<file path="config.mk">
export PLATFORM = sky130hd
export DESIGN_NAME = mmd_decoder
export DESIGN_NICKNAME = d
export VERILOG_FILES = /design/src/rtl/mmd_pkg.sv /design/src/rtl/mmd_decoder.sv /design/src/rtl/mmd_region.sv
export SDC_FILE = /design/constraint.sdc
export NUM_CORES = 1
export LEC_CHECK = 0
export ABC_CLOCK_PERIOD_IN_PS = 4840
export BUFFER_PORTS_ARGS = -buffer_cell sky130_fd_sc_hd__buf_4
export CORE_MARGIN = 10
export CORE_UTILIZATION = 35
export DETAILED_ROUTE_END_ITERATION = 8
export PLACE_DENSITY = 0.67
export SYNTH_ARGS = -nofsm -noshare
export SYNTH_HDL_FRONTEND = slang
export SYNTH_SLANG_ARGS = --single-unit
</file>
<file path="constraint.sdc">
create_clock -name clock -period 4.84 [get_ports clock]
set_input_delay 0.726 -clock clock [delete_from_list [all_inputs] [get_ports clock]]
set_output_delay 0.726 -clock clock [all_outputs]
set_load 0.02 [all_outputs]
</file>
<file path="src/rtl/mmd_pkg.sv">
// Package with the memory map constants and carrier types of the address decoder.
package mmd_pkg;

	// ==========================================================================
	// Address map
	// ==========================================================================
	localparam int unsigned ADDR_W          = 20;
	localparam logic [19:0] VEC_LO          = 20'h00000;
	localparam logic [19:0] VEC_HI          = 20'h0003F;
	localparam logic [19:0] VEC_RESET       = 20'h00000;
	localparam logic [19:0] VEC_NMI         = 20'h00002;
	localparam logic [19:0] VEC_WATCHDOG    = 20'h00004;
	localparam logic [19:0] VEC_OPERAND_ERR = 20'h0003C;
	localparam logic [19:0] VEC_BREAK_TRAP  = 20'h0003E;
	localparam logic [19:0] TCALL_LO        = 20'h00040;
	localparam logic [19:0] TCALL_HI        = 20'h0007F;
	localparam logic [4:0]  TCALL_MAX_IDX   = 5'h1F;
	localparam logic [19:0] FCALL_LO        = 20'h00800;
	localparam logic [19:0] FCALL_HI        = 20'h00FFF;
	localparam logic [19:0] BASE_HI         = 20'h0FFFF;
	localparam logic [19:0] RELOC_OFFSET    = 20'hF0000;
	localparam logic [3:0]  RELOC_LOW       = 4'h0;
	localparam logic [3:0]  RELOC_HIGH      = 4'hF;

	// Low 16 bits of each internal data boundary, before relocation.
	localparam logic [15:0] PERIPHERAL_RAM_LO_DEF     = 16'hD600;
	localparam logic [15:0] FRAM_LO         = 16'hFD00;
	localparam logic [15:0] FRAM_HI         = 16'hFEFF;
	localparam logic [15:0] SHORT_LO        = 16'hFD20;
	localparam logic [15:0] BANK_LO         = 16'hFE80;
	localparam logic [15:0] SVC_LO          = 16'hFE06;
	localparam logic [15:0] SVC_HI          = 16'hFE39;
	localparam logic [15:0] SVC_GAP0        = 16'hFE22;
	localparam logic [15:0] SVC_GAP1        = 16'hFE2A;
	localparam logic [15:0] SVC_GAP2        = 16'hFE30;
	localparam logic [15:0] SREG_LO         = 16'hFF00;
	localparam logic [15:0] XWIN_LO         = 16'hFFD0;
	localparam logic [15:0] XWIN_HI         = 16'hFFDF;

	// ROM top at the largest fitted capacity; beyond it lies external memory.
	localparam logic [19:0] ROM_HI_DEF      = 20'h3FFFF;

	// Peripheral RAM fetch delivers one halfword every two clocks.
	localparam logic [1:0]  PERIPHERAL_RAM_FETCH_CLKS = 2'h2;

	// ==========================================================================
	// Types
	// ==========================================================================
	typedef enum logic [1:0] {
		MMD_WAIT_RELOC = 2'b00,
		MMD_LOCKED     = 2'b01,
		MMD_DEADLOCK   = 2'b11
	} mmd_state_t;

	typedef struct packed {
		logic vec_rom;
		logic peripheral_ram;
		logic fram;
		logic sreg;
		logic xwin;
		logic ext;
	} mmd_sel_t;

	typedef struct packed {
		logic vector;
		logic tcall_table;
		logic fcall_area;
		logic base;
		logic short_dir;
		logic bank_regs;
		logic svc_word;
	} mmd_attr_t;

	typedef struct packed {
		logic        valid;
		logic        fetch;
		logic        write;
		logic [19:0] addr;
	} mmd_req_t;

endpackage : mmd_pkg

</file>
<file path="src/rtl/mmd_decoder.sv">
// Top of the memory map decoder: relocation lock, selects, fetch checks and vectors.
`timescale 1ns/1ps
module mmd_decoder (
	input  wire  logic              clock,
	input  wire  logic              sys_rst,
	input  wire  mmd_pkg::mmd_req_t req,
	input  wire  logic              reloc_valid,
	input  wire  logic [3:0]        reloc_setting,
	input  wire  logic              exp_mode,
	input  wire  logic              sreg_mapped,
	input  wire  logic [15:0]       read_data,
	input  wire  logic              vec_load,
	input  wire  logic              tcall_load,
	input  wire  logic [4:0]        tcall_index,
	input  wire  logic [10:0]       fcall_offset,
	input  wire  logic              fcall_load,
	output mmd_pkg::mmd_sel_t       sel_ff,
	output mmd_pkg::mmd_attr_t      attr_ff,
	output logic [19:0]             phys_addr_ff,
	output logic                    fetch_fault_ff,
	output logic                    deadlock_ff,
	output logic                    reloc_locked_ff,
	output logic                    reloc_high_ff,
	output logic [19:0]             branch_target_ff,
	output logic [2:0]              bank_num_ff,
	output logic                    peripheral_ram_fetch_ready_ff,
	output logic [19:0]             table_addr_ff
);
	import mmd_pkg::*;

	// ==========================================================================
	// Relocation lock and deadlock state
	// ==========================================================================
	mmd_state_t  state_ff;
	mmd_state_t  nxt_state;
	logic        nxt_reloc_high;
	logic        nxt_reloc_locked;

	mmd_sel_t    comb_sel;
	mmd_attr_t   comb_attr;

	mmd_region u_region (
		.addr       (req.addr),
		.reloc_high (reloc_high_ff),
		.exp_mode   (exp_mode),
		.sel        (comb_sel),
		.attr       (comb_attr)
	);

	// The first relocation request after reset is taken unless already in MMD_DEADLOCK; later ones are ignored.
	always_comb begin
		nxt_state        = state_ff;
		nxt_reloc_high   = reloc_high_ff;
		nxt_reloc_locked = reloc_locked_ff;
		case (state_ff)
			MMD_WAIT_RELOC: begin
				if (reloc_valid) begin
					nxt_reloc_high   = (reloc_setting == RELOC_HIGH);
					nxt_reloc_locked = 1'b1;
					nxt_state        = MMD_LOCKED;
				end
			end
			MMD_LOCKED: begin
				nxt_state = MMD_LOCKED;
			end
			default: begin
				nxt_state = MMD_DEADLOCK;
			end
		endcase
		// An unmapped register access freezes the bus side until reset.
		if (req.valid && comb_sel.sreg && !sreg_mapped) begin
			nxt_state = MMD_DEADLOCK;
		end
	end

	always_ff @(posedge clock) begin
		if (sys_rst) begin
			state_ff        <= MMD_WAIT_RELOC;
			reloc_high_ff   <= 1'b0;
			reloc_locked_ff <= 1'b0;
		end else begin
			state_ff        <= nxt_state;
			reloc_high_ff   <= nxt_reloc_high;
			reloc_locked_ff <= nxt_reloc_locked;
		end
	end

	// ==========================================================================
	// Registered selects and access checks
	// ==========================================================================
	mmd_sel_t    nxt_sel;
	mmd_attr_t   nxt_attr;
	logic [19:0] nxt_phys;
	logic        nxt_fault;
	logic        nxt_deadlock;
	logic        live;

	// Selects are registered so every output leaves a flip-flop; a stuck state
	// drops them all so no region sees further traffic.
	always_comb begin
		live         = req.valid && (state_ff != MMD_DEADLOCK);
		nxt_sel      = live ? comb_sel : '0;
		nxt_attr     = live ? comb_attr : '0;
		nxt_phys     = req.addr;
		nxt_deadlock = (nxt_state == MMD_DEADLOCK);
		nxt_fault    = live && req.fetch && (comb_sel.fram || comb_sel.sreg
			|| comb_sel.xwin);
		// Window traffic is handed to the external bus as an ordinary cycle.
		if (comb_sel.xwin) begin
			nxt_phys = req.addr;
		end
	end

	always_ff @(posedge clock) begin
		if (sys_rst) begin
			sel_ff         <= '0;
			attr_ff        <= '0;
			phys_addr_ff   <= 20'h00000;
			fetch_fault_ff <= 1'b0;
			deadlock_ff    <= 1'b0;
		end else begin
			sel_ff         <= nxt_sel;
			attr_ff        <= nxt_attr;
			phys_addr_ff   <= nxt_phys;
			fetch_fault_ff <= nxt_fault;
			deadlock_ff    <= nxt_deadlock;
		end
	end

	// ==========================================================================
	// Peripheral RAM fetch pacing
	// ==========================================================================
	logic [1:0] pcnt_ff;
	logic [1:0] nxt_pcnt;
	logic       nxt_pready;

	// A halfword is ready once every two clocks while fetches target that RAM.
	always_comb begin
		nxt_pcnt   = 2'h0;
		nxt_pready = 1'b0;
		if (live && req.fetch && comb_sel.peripheral_ram) begin
			if (pcnt_ff == PERIPHERAL_RAM_FETCH_CLKS - 2'h1) begin
				nxt_pready = 1'b1;
			end else begin
				nxt_pcnt = pcnt_ff + 2'h1;
			end
		end
	end

	always_ff @(posedge clock) begin
		if (sys_rst) begin
			pcnt_ff             <= 2'h0;
			peripheral_ram_fetch_ready_ff <= 1'b0;
		end else begin
			pcnt_ff             <= nxt_pcnt;
			peripheral_ram_fetch_ready_ff <= nxt_pready;
		end
	end

	// ==========================================================================
	// Vector, table call and fixed-area call targets
	// ==========================================================================
	logic [19:0] nxt_target;
	logic [2:0]  nxt_bank;
	logic [19:0] nxt_taddr;

	// Table address for a table call: base plus two bytes per entry.
	always_comb begin
		nxt_taddr = TCALL_LO + {14'h0000, tcall_index, 1'b0};
		if (tcall_index > TCALL_MAX_IDX) begin
			nxt_taddr = TCALL_LO;
		end
	end

	// A 16-bit entry always lands in the base area; upper nibble forced to zero.
	always_comb begin
		nxt_target = branch_target_ff;
		nxt_bank   = bank_num_ff;
		if (vec_load) begin
			nxt_target = {4'h0, read_data};
			nxt_bank   = read_data[2:0];
		end else if (tcall_load) begin
			nxt_target = {4'h0, read_data};
		end else if (fcall_load) begin
			nxt_target = FCALL_LO | {9'h000, fcall_offset};
		end
	end

	always_ff @(posedge clock) begin
		if (sys_rst) begin
			branch_target_ff <= VEC_RESET;
			bank_num_ff      <= 3'h0;
			table_addr_ff    <= TCALL_LO;
		end else begin
			branch_target_ff <= nxt_target;
			bank_num_ff      <= nxt_bank;
			table_addr_ff    <= nxt_taddr;
		end
	end

endmodule : mmd_decoder

</file>
<file path="src/rtl/mmd_region.sv">
// Combinational region classifier of the address decoder.
`timescale 1ns/1ps
module mmd_region (
	input  wire  logic [19:0]      addr,
	input  wire  logic             reloc_high,
	input  wire  logic             exp_mode,
	output mmd_pkg::mmd_sel_t      sel,
	output mmd_pkg::mmd_attr_t     attr
);
	import mmd_pkg::*;

	logic [19:0] data_base;
	logic [15:0] low;
	logic        in_page;
	logic        in_data;

	// ==========================================================================
	// Internal data area placement
	// ==========================================================================
	// The data area sits in page 0 or, relocated, in page F of the upper nibble.
	always_comb begin
		data_base = reloc_high ? RELOC_OFFSET : 20'h00000;
		low       = addr[15:0];
		in_page   = (addr[19:16] == data_base[19:16]);
		in_data   = in_page && (low >= PERIPHERAL_RAM_LO_DEF);
	end

	// ==========================================================================
	// Region selects
	// ==========================================================================
	// Exactly one select is raised; data area checks come first so it wins overlaps.
	always_comb begin
		sel = '0;
		if (in_data && low >= SREG_LO) begin
			if (exp_mode && low >= XWIN_LO && low <= XWIN_HI) begin
				sel.xwin = 1'b1;
			end else begin
				sel.sreg = 1'b1;
			end
		end else if (in_data && low >= FRAM_LO) begin
			sel.fram = 1'b1;
		end else if (in_data) begin
			sel.peripheral_ram = 1'b1;
		end else if (addr <= ROM_HI_DEF) begin
			sel.vec_rom = 1'b1;
		end else begin
			sel.ext = 1'b1;
		end
	end

	// ==========================================================================
	// Attributes of the address within special areas
	// ==========================================================================
	// Attributes only inform; none of them blocks an ordinary access.
	always_comb begin
		attr             = '0;
		attr.vector      = (addr <= VEC_HI);
		attr.tcall_table = (addr >= TCALL_LO) && (addr <= TCALL_HI);
		attr.fcall_area  = (addr >= FCALL_LO) && (addr <= FCALL_HI);
		attr.base        = (addr <= BASE_HI);
		attr.short_dir   = sel.fram && (low >= SHORT_LO);
		attr.bank_regs   = sel.fram && (low >= BANK_LO);
		attr.svc_word    = sel.fram && (low >= SVC_LO) && (low <= SVC_HI)
			&& (low[15:1] != SVC_GAP0[15:1])
			&& (low[15:1] != SVC_GAP1[15:1])
			&& (low[15:1] != SVC_GAP2[15:1]);
	end

endmodule : mmd_region

</file>
---- Word-level counts from Yosys, hierarchy flattened ----
Cells that the tools add are included.
operators by class
  add/sub/neg operators ................... 2
  multipliers ............................. 0
  div/mod/pow operators ................... 0
  magnitude comparators ................... 17
  equality and inequality tests ........... 9
  shifts and indexed selects .............. 0
  mux-type cells .......................... 17
  bitwise operators ....................... 2
  reduce and logical (&&, ||, !) cells .... 31
operator list
  cell                                                                                    count
  16-bit greater-or-equal comparator (second input constant)                              7
  16-bit 2-to-1 mux                                                                       3
  15-bit != test (second input constant)                                                  3
  16-bit <= comparator (second input constant)                                            2
  20-bit by 12-bit greater-or-equal comparator with 1-bit output (second input constant)  1
  20-bit by 7-bit greater-or-equal comparator with 1-bit output (second input constant)   1
  20-bit by 12-bit <= comparator with 1-bit output (second input constant)                1
  20-bit by 16-bit <= comparator with 1-bit output (second input constant)                1
  20-bit by 18-bit <= comparator with 1-bit output (second input constant)                1
  20-bit by 6-bit <= comparator with 1-bit output (second input constant)                 1
  20-bit by 7-bit <= comparator with 1-bit output (second input constant)                 1
  1-bit logical AND                                                                       20
  20-bit 2-to-1 mux                                                                       1
  7-bit by 6-bit adder with 8-bit output (first input constant)                           1
  1-bit 2-to-1 mux                                                                        8
  2-bit 2-to-1 mux                                                                        4
  2-bit OR reduction                                                                      3
  5-bit > comparator (second input constant)                                              1
  5-bit OR reduction                                                                      1
  2-bit by 1-bit == test with 1-bit output (second input constant)                        2
  4-bit == test                                                                           1
  4-bit == test (second input constant)                                                   1
  2-bit case mux with 2 select lines                                                      1
  3-bit nonzero test                                                                      1
  other kinds (9)                                                                         11
word-level totals
  bits in registers ....................... 81
  latch bits .............................. 0
  RAM bits ................................ 0
  bits in read-only memories .............. 0
  bits of input ports ..................... 67
  output and inout bits ................... 81
  logic and storage cells ................. 102
  memories kept ........................... 0

---- Longest topological paths before layout ----
  word-level depth ........................ 11
  depth in mapped cells ................... 5

---- By module ----
From an unflattened synthesis, not the netlist that was laid out.
unflattened totals
  cells, all modules ...................... 268
  area, all modules ....................... 2751.4 µm²
by module, submodules not included
  module       instances  cells an instance  area each (µm²)  seq. area each (µm²)
  mmd_decoder  1          222                2424.8           1321.3
  mmd_region   1          46                 326.6            0.0

---- Worst setup path after synthesis ----
Ideal clock, no wire load.
  path type ............................... input -> register
  start ................................... input req[16] (netlist name)
  end ..................................... register attr_ff[5] (netlist name)
  arrival ................................. 2.276 ns
  data required time ...................... 4.767 ns
  setup slack ............................. 2.492 ns
  cell stages on the path ................. 4
  buffers on the path ..................... 0
  path through ............................ or4_4 > a2111o_1 > or4b_4 > nor3b_2
on the way
  cells in the longest elaborated chain, start to end .. 2
  elaborated cells on any way between the ends .. 3
ends and longest elaborated chain
  item                                                                                                                                     line                source
  start: declaration                                                                                                                       mmd_decoder.sv:6    input wire mmd_pkg::mmd_req_t req,
  20-bit by 7-bit greater-or-equal comparator with 1-bit output / 20-bit by 7-bit <= comparator with 1-bit output (equally long branches)  mmd_region.sv:58    attr.tcall_table = (addr >= TCALL_LO) && (addr <= TCALL_HI);
  1-bit logical AND (*)                                                                                                                    mmd_region.sv:58
  end signal: assignment                                                                                                                   mmd_decoder.sv:123  attr_ff <= nxt_attr;
  end: declaration                                                                                                                         mmd_decoder.sv:18   output mmd_pkg::mmd_attr_t attr_ff,
Every way passes the cells marked *; elsewhere a longest branch is shown, timed or not.
A chain may end at the register's enable or synchronous reset.

---- Final worst setup path ----
Ends and elaborated chain as after synthesis.

==> summary by stage <==
Detailed routing
After detailed routing, the average wire length per cell comes to approximately 15 um. Across all layers, the routed design uses 2165 vias. After detailed routing, the number of vias per cell comes to 4.473. Wires add up to 7336 um. The count of routing violations after the opening detailed-route iteration is 74.

The post-route antenna net violation count is 0. Before antenna repair, the detailed router went through 4 iterations. The DRC violations left is 0.

Global routing
In the global route stage, met2 resource usage came out at 0.2135. The first-pass GRT wire length is 11530 um. The number of antenna violations at the first check in global routing is 0. For this run the aggregate overflow at the end of global routing stands at 0.

The via count of the first global-routing pass is 2242. The total global routing track utilization is 0.1309. The met3 layer usage reported by global route is 0.03779. Entering global routing, the biggest net connects 52 pins. In the global route stage, met1 resource usage came out at 0.1505. met2 is the most crowded layer.

Yosys
The post-synthesis cell type with the largest combined area is sky130_fd_sc_hd__dfxtp_1. The synthesized design contains 0 enable-type register cells. The fraction of registers with async set/reset is 0. The number of distinct library cells after synthesis is 34. The mean post-synth cell area is 9.643 um^2. The most used flip-flop cell after synthesis is sky130_fd_sc_hd__dfxtp_1. The share of the Yosys chip area taken by registers is 0.5352. After technology mapping, the gate count stands at 256. Of the post-synthesis cell area, the dominant cell type holds 0.5352. The number of synthesized register bits is 66.

The warning count from the yosys run is 0. The cell area after technology mapping is 2469 um^2. In the post-synthesis netlist, the biggest area contributors are sky130_fd_sc_hd__dfxtp_1, sky130_fd_sc_hd__buf_4, sky130_fd_sc_hd__mux2i_1.

STA
The final max-slew violation count was 0. The shortest clock period the worst path allows after layout is approximately 2.2 ns. The number of endpoints failing setup at the final stage is 0.

The worst slew margin relative to its limit is 0.6346. The slew at the pin closest to its max-slew limit is 0.5439 ns. The hold violation total from the final report was 0. Setup repair after global routing left no endpoint under its margin. The peak clock frequency supported by timing is 0.4490 GHz.

For the final routed database, the setup TNS stands at 0 ns. Hold timing on the final database bottoms out at a slack of 0.4777 ns. Clock skew on the completed layout was measured at 0.01179 ns. The share of the cycle needed by the critical path after routing is 0.4601. The final worst setup slack is 2.613 ns.

Clock tree
The number of sinks handled by clock tree synthesis is 66. After clock tree synthesis, the flow added hold-fix buffers numbering 0. Post-CTS timing repair inserted 0 buffers for setup. The clock root buffer master is sky130_fd_sc_hd__clkbuf_8.

Clock-pin slew was measured on the worst setup and hold paths at 0.07 ns. Counting the buffers created by CTS gives 9. In this run the deepest clock path goes through 2 buffers. The clock latency on the worst-skew pair is about 0.33 ns. The clock tree synthesis step divided the H-tree into 3 levels. After clock tree synthesis, the repair step resized 0 gates. The clock tree from TritonCTS is built.

Final layout
0 antenna diodes ended up in the layout. The post-layout net count is 451. The total of fill cells in the finished design is 664. The share of cells above drive strength 1 is 0.3840.

Once layout is complete, the cells apart from fillers number 484. The area added between synthesis and finish is 47.85%.

Floorplanning
The die span in x is between 100 and 150 um. The floorplan step set the die height to 104.0 um. For this configuration, the core starts out at a cell density of 0.3614. The floorplan has 30 rows.

The floorplan die area is ~11000 um^2. For this design the top-level I/O count stands at 148. After floorplanning, the core was sized to cover 6832 um^2.

Flow run
Across the run, the number of max-cap violations was 0.

Setup path
The critical path arrival is 2.49 ns. The most critical setup path has its startpoint at req[16]. The critical path is of the input pin to flop type. STA classifies the critical path endpoint as a flop. The element type at the critical path start is an input pin. For the worst setup path, the data required time is 5.10 ns.

The worst register-to-register path begins at state_ff[1]. The critical-path maximum fanout is 3.

Min path
The worst hold path begins at reloc_locked_ff. In this run the worst hold path is classified as flop to flop.

Power and ir drop
The total design power is 0.001264 W. The power density relative to cell area is 346.2 nW/um^2. IR analysis of the VDD net gives a maximum drop of 142.9 uV. The leakage power is 1.675 nW.

Placement
Prior to clock tree synthesis, the placed netlist has a worst setup slack of 2.278 ns. The global placer's final weighted congestion is 0.7534. The half-perimeter wire length after placement is 5698 um. Counting tap cells, the placed design contains a total of 468 instances.

The quantity of I/O buffers inserted on ports is 127.

Run status
The flow ran to the end, and the final reports show no timing, DRC or antenna violations.
## per-layer routing
metal,routed length (um),part of all wire
met1,3253,0.44
met2,3434,0.47
met3,455,0.062
met4,193,0.026
met5,0,0
## logic make-up (layout without fill, tap and decap cells)
kind of cell,Yosys count,in the layout,share of synthesized area
AOI/OAI and AO/OA,30,30,0.08515
DFF,66,66,0.5352
other,2,19,0.003042
adders and majority gates,1,1,0.005068
xor gates and xnor gates,1,1,0.003549
buffers and inverters,36,151,0.08363
muxes,14,14,0.05676
and+or+nand+nor,106,106,0.2276
## where the power goes
part / switching, W / leakage, nW / internal [W]
registers: 0.00000918 / 0.545 / 0.000567
logic: 0.0000999 / 1.03 / 0.0000852
clock network: 0.000211 / 0.103 / 0.000291
total: 0.000321 / 1.67 / 0.000943
## metrics by stage
step | utilization | area (um^2)
2_1_floorplan | - | 2532
3_3_place_gp | 0.5026 | 3433
3_5_place_dp | 0.5026 | 3433
4_1_cts | 0.5342 | 3650
5_1_grt | 0.5342 | 3650
6_report | 0.5342 | 3650
## path summary, 6_finish.rpt
check                    end  slack (ns)  cells after the start
min          reloc_locked_ff        0.48                      2
max reg2reg       attr_ff[5]        3.27                      3
min reg2reg  reloc_locked_ff        0.48                      2
max               attr_ff[5]        2.61                      5
## sequential cells by signal (all words and copies together) (netlist names)
name,cells
phys_addr_ff,20
branch_target_ff,16
attr_ff,7
sel_ff,6
table_addr_ff,5
bank_num_ff,3
pcnt_ff,2
state_ff,2
deadlock_ff,1
fetch_fault_ff,1
peripheral_ram_fetch_ready_ff,1
reloc_high_ff,1
reloc_locked_ff,1
## synthesized netlist by cell type, types with 2 or more instances
master                      n
sky130_fd_sc_hd__nor2b_1   22
sky130_fd_sc_hd__buf_4     19
sky130_fd_sc_hd__nand4_1    5
sky130_fd_sc_hd__mux2i_1   14
sky130_fd_sc_hd__clkbuf_1  10
sky130_fd_sc_hd__nand3_1    2
sky130_fd_sc_hd__nand2b_1   2
sky130_fd_sc_hd__nor3_1    12
sky130_fd_sc_hd__conb_1     2
sky130_fd_sc_hd__inv_1      7
sky130_fd_sc_hd__a211oi_1  14
sky130_fd_sc_hd__nand3b_1   4
sky130_fd_sc_hd__nor4_1     2
sky130_fd_sc_hd__a21oi_1    7
sky130_fd_sc_hd__o22ai_1    4
sky130_fd_sc_hd__nor2_1    32
sky130_fd_sc_hd__dfxtp_1   66
sky130_fd_sc_hd__or2_2      3
sky130_fd_sc_hd__nand2_1   14
## cells in the final DEF (no fill, tap or decap), types with 2 or more instances in the layout
master                       count
sky130_fd_sc_hd__inv_1           7
sky130_fd_sc_hd__nor2_1         32
sky130_fd_sc_hd__nor3_1         12
sky130_fd_sc_hd__nand2b_1        2
sky130_fd_sc_hd__buf_4         128
sky130_fd_sc_hd__clkinvlp_4      2
sky130_fd_sc_hd__o22ai_1         4
sky130_fd_sc_hd__dfxtp_1        66
sky130_fd_sc_hd__nand2_1        14
sky130_fd_sc_hd__nand4_1         5
sky130_fd_sc_hd__bufinv_16       2
sky130_fd_sc_hd__a211oi_1       14
sky130_fd_sc_hd__nand3_1         2
sky130_fd_sc_hd__nand3b_1        4
sky130_fd_sc_hd__mux2i_1        14
sky130_fd_sc_hd__a21oi_1         7
sky130_fd_sc_hd__nor2b_1        22
sky130_fd_sc_hd__or2_2           3
sky130_fd_sc_hd__conb_1         19
sky130_fd_sc_hd__nor4_1          2
sky130_fd_sc_hd__clkbuf_8        9
## critical path, stage by stage
cell and delay, ns:
sky130_fd_sc_hd__buf_4 0.12, sky130_fd_sc_hd__or4_4 0.55, sky130_fd_sc_hd__a2111o_1 0.40, sky130_fd_sc_hd__or4b_4 0.54, sky130_fd_sc_hd__nor3b_2 0.16
## area by class of cell
type | count | area [um^2] | share of cell area
Timing Repair Buffer | 128 | 960.9 | 0.2633
Tap cell | 96 | 120.1 | 0.03291
Clock buffer | 10 | 127.6 | 0.03497
Clock inverter | 6 | 88.84 | 0.02434
Multi-Input combinational cell | 171 | 1005 | 0.2753
Sequential cell | 66 | 1321 | 0.3620
Inverter | 7 | 26.28 | 0.007199
(Power assumes the default switching activity.)
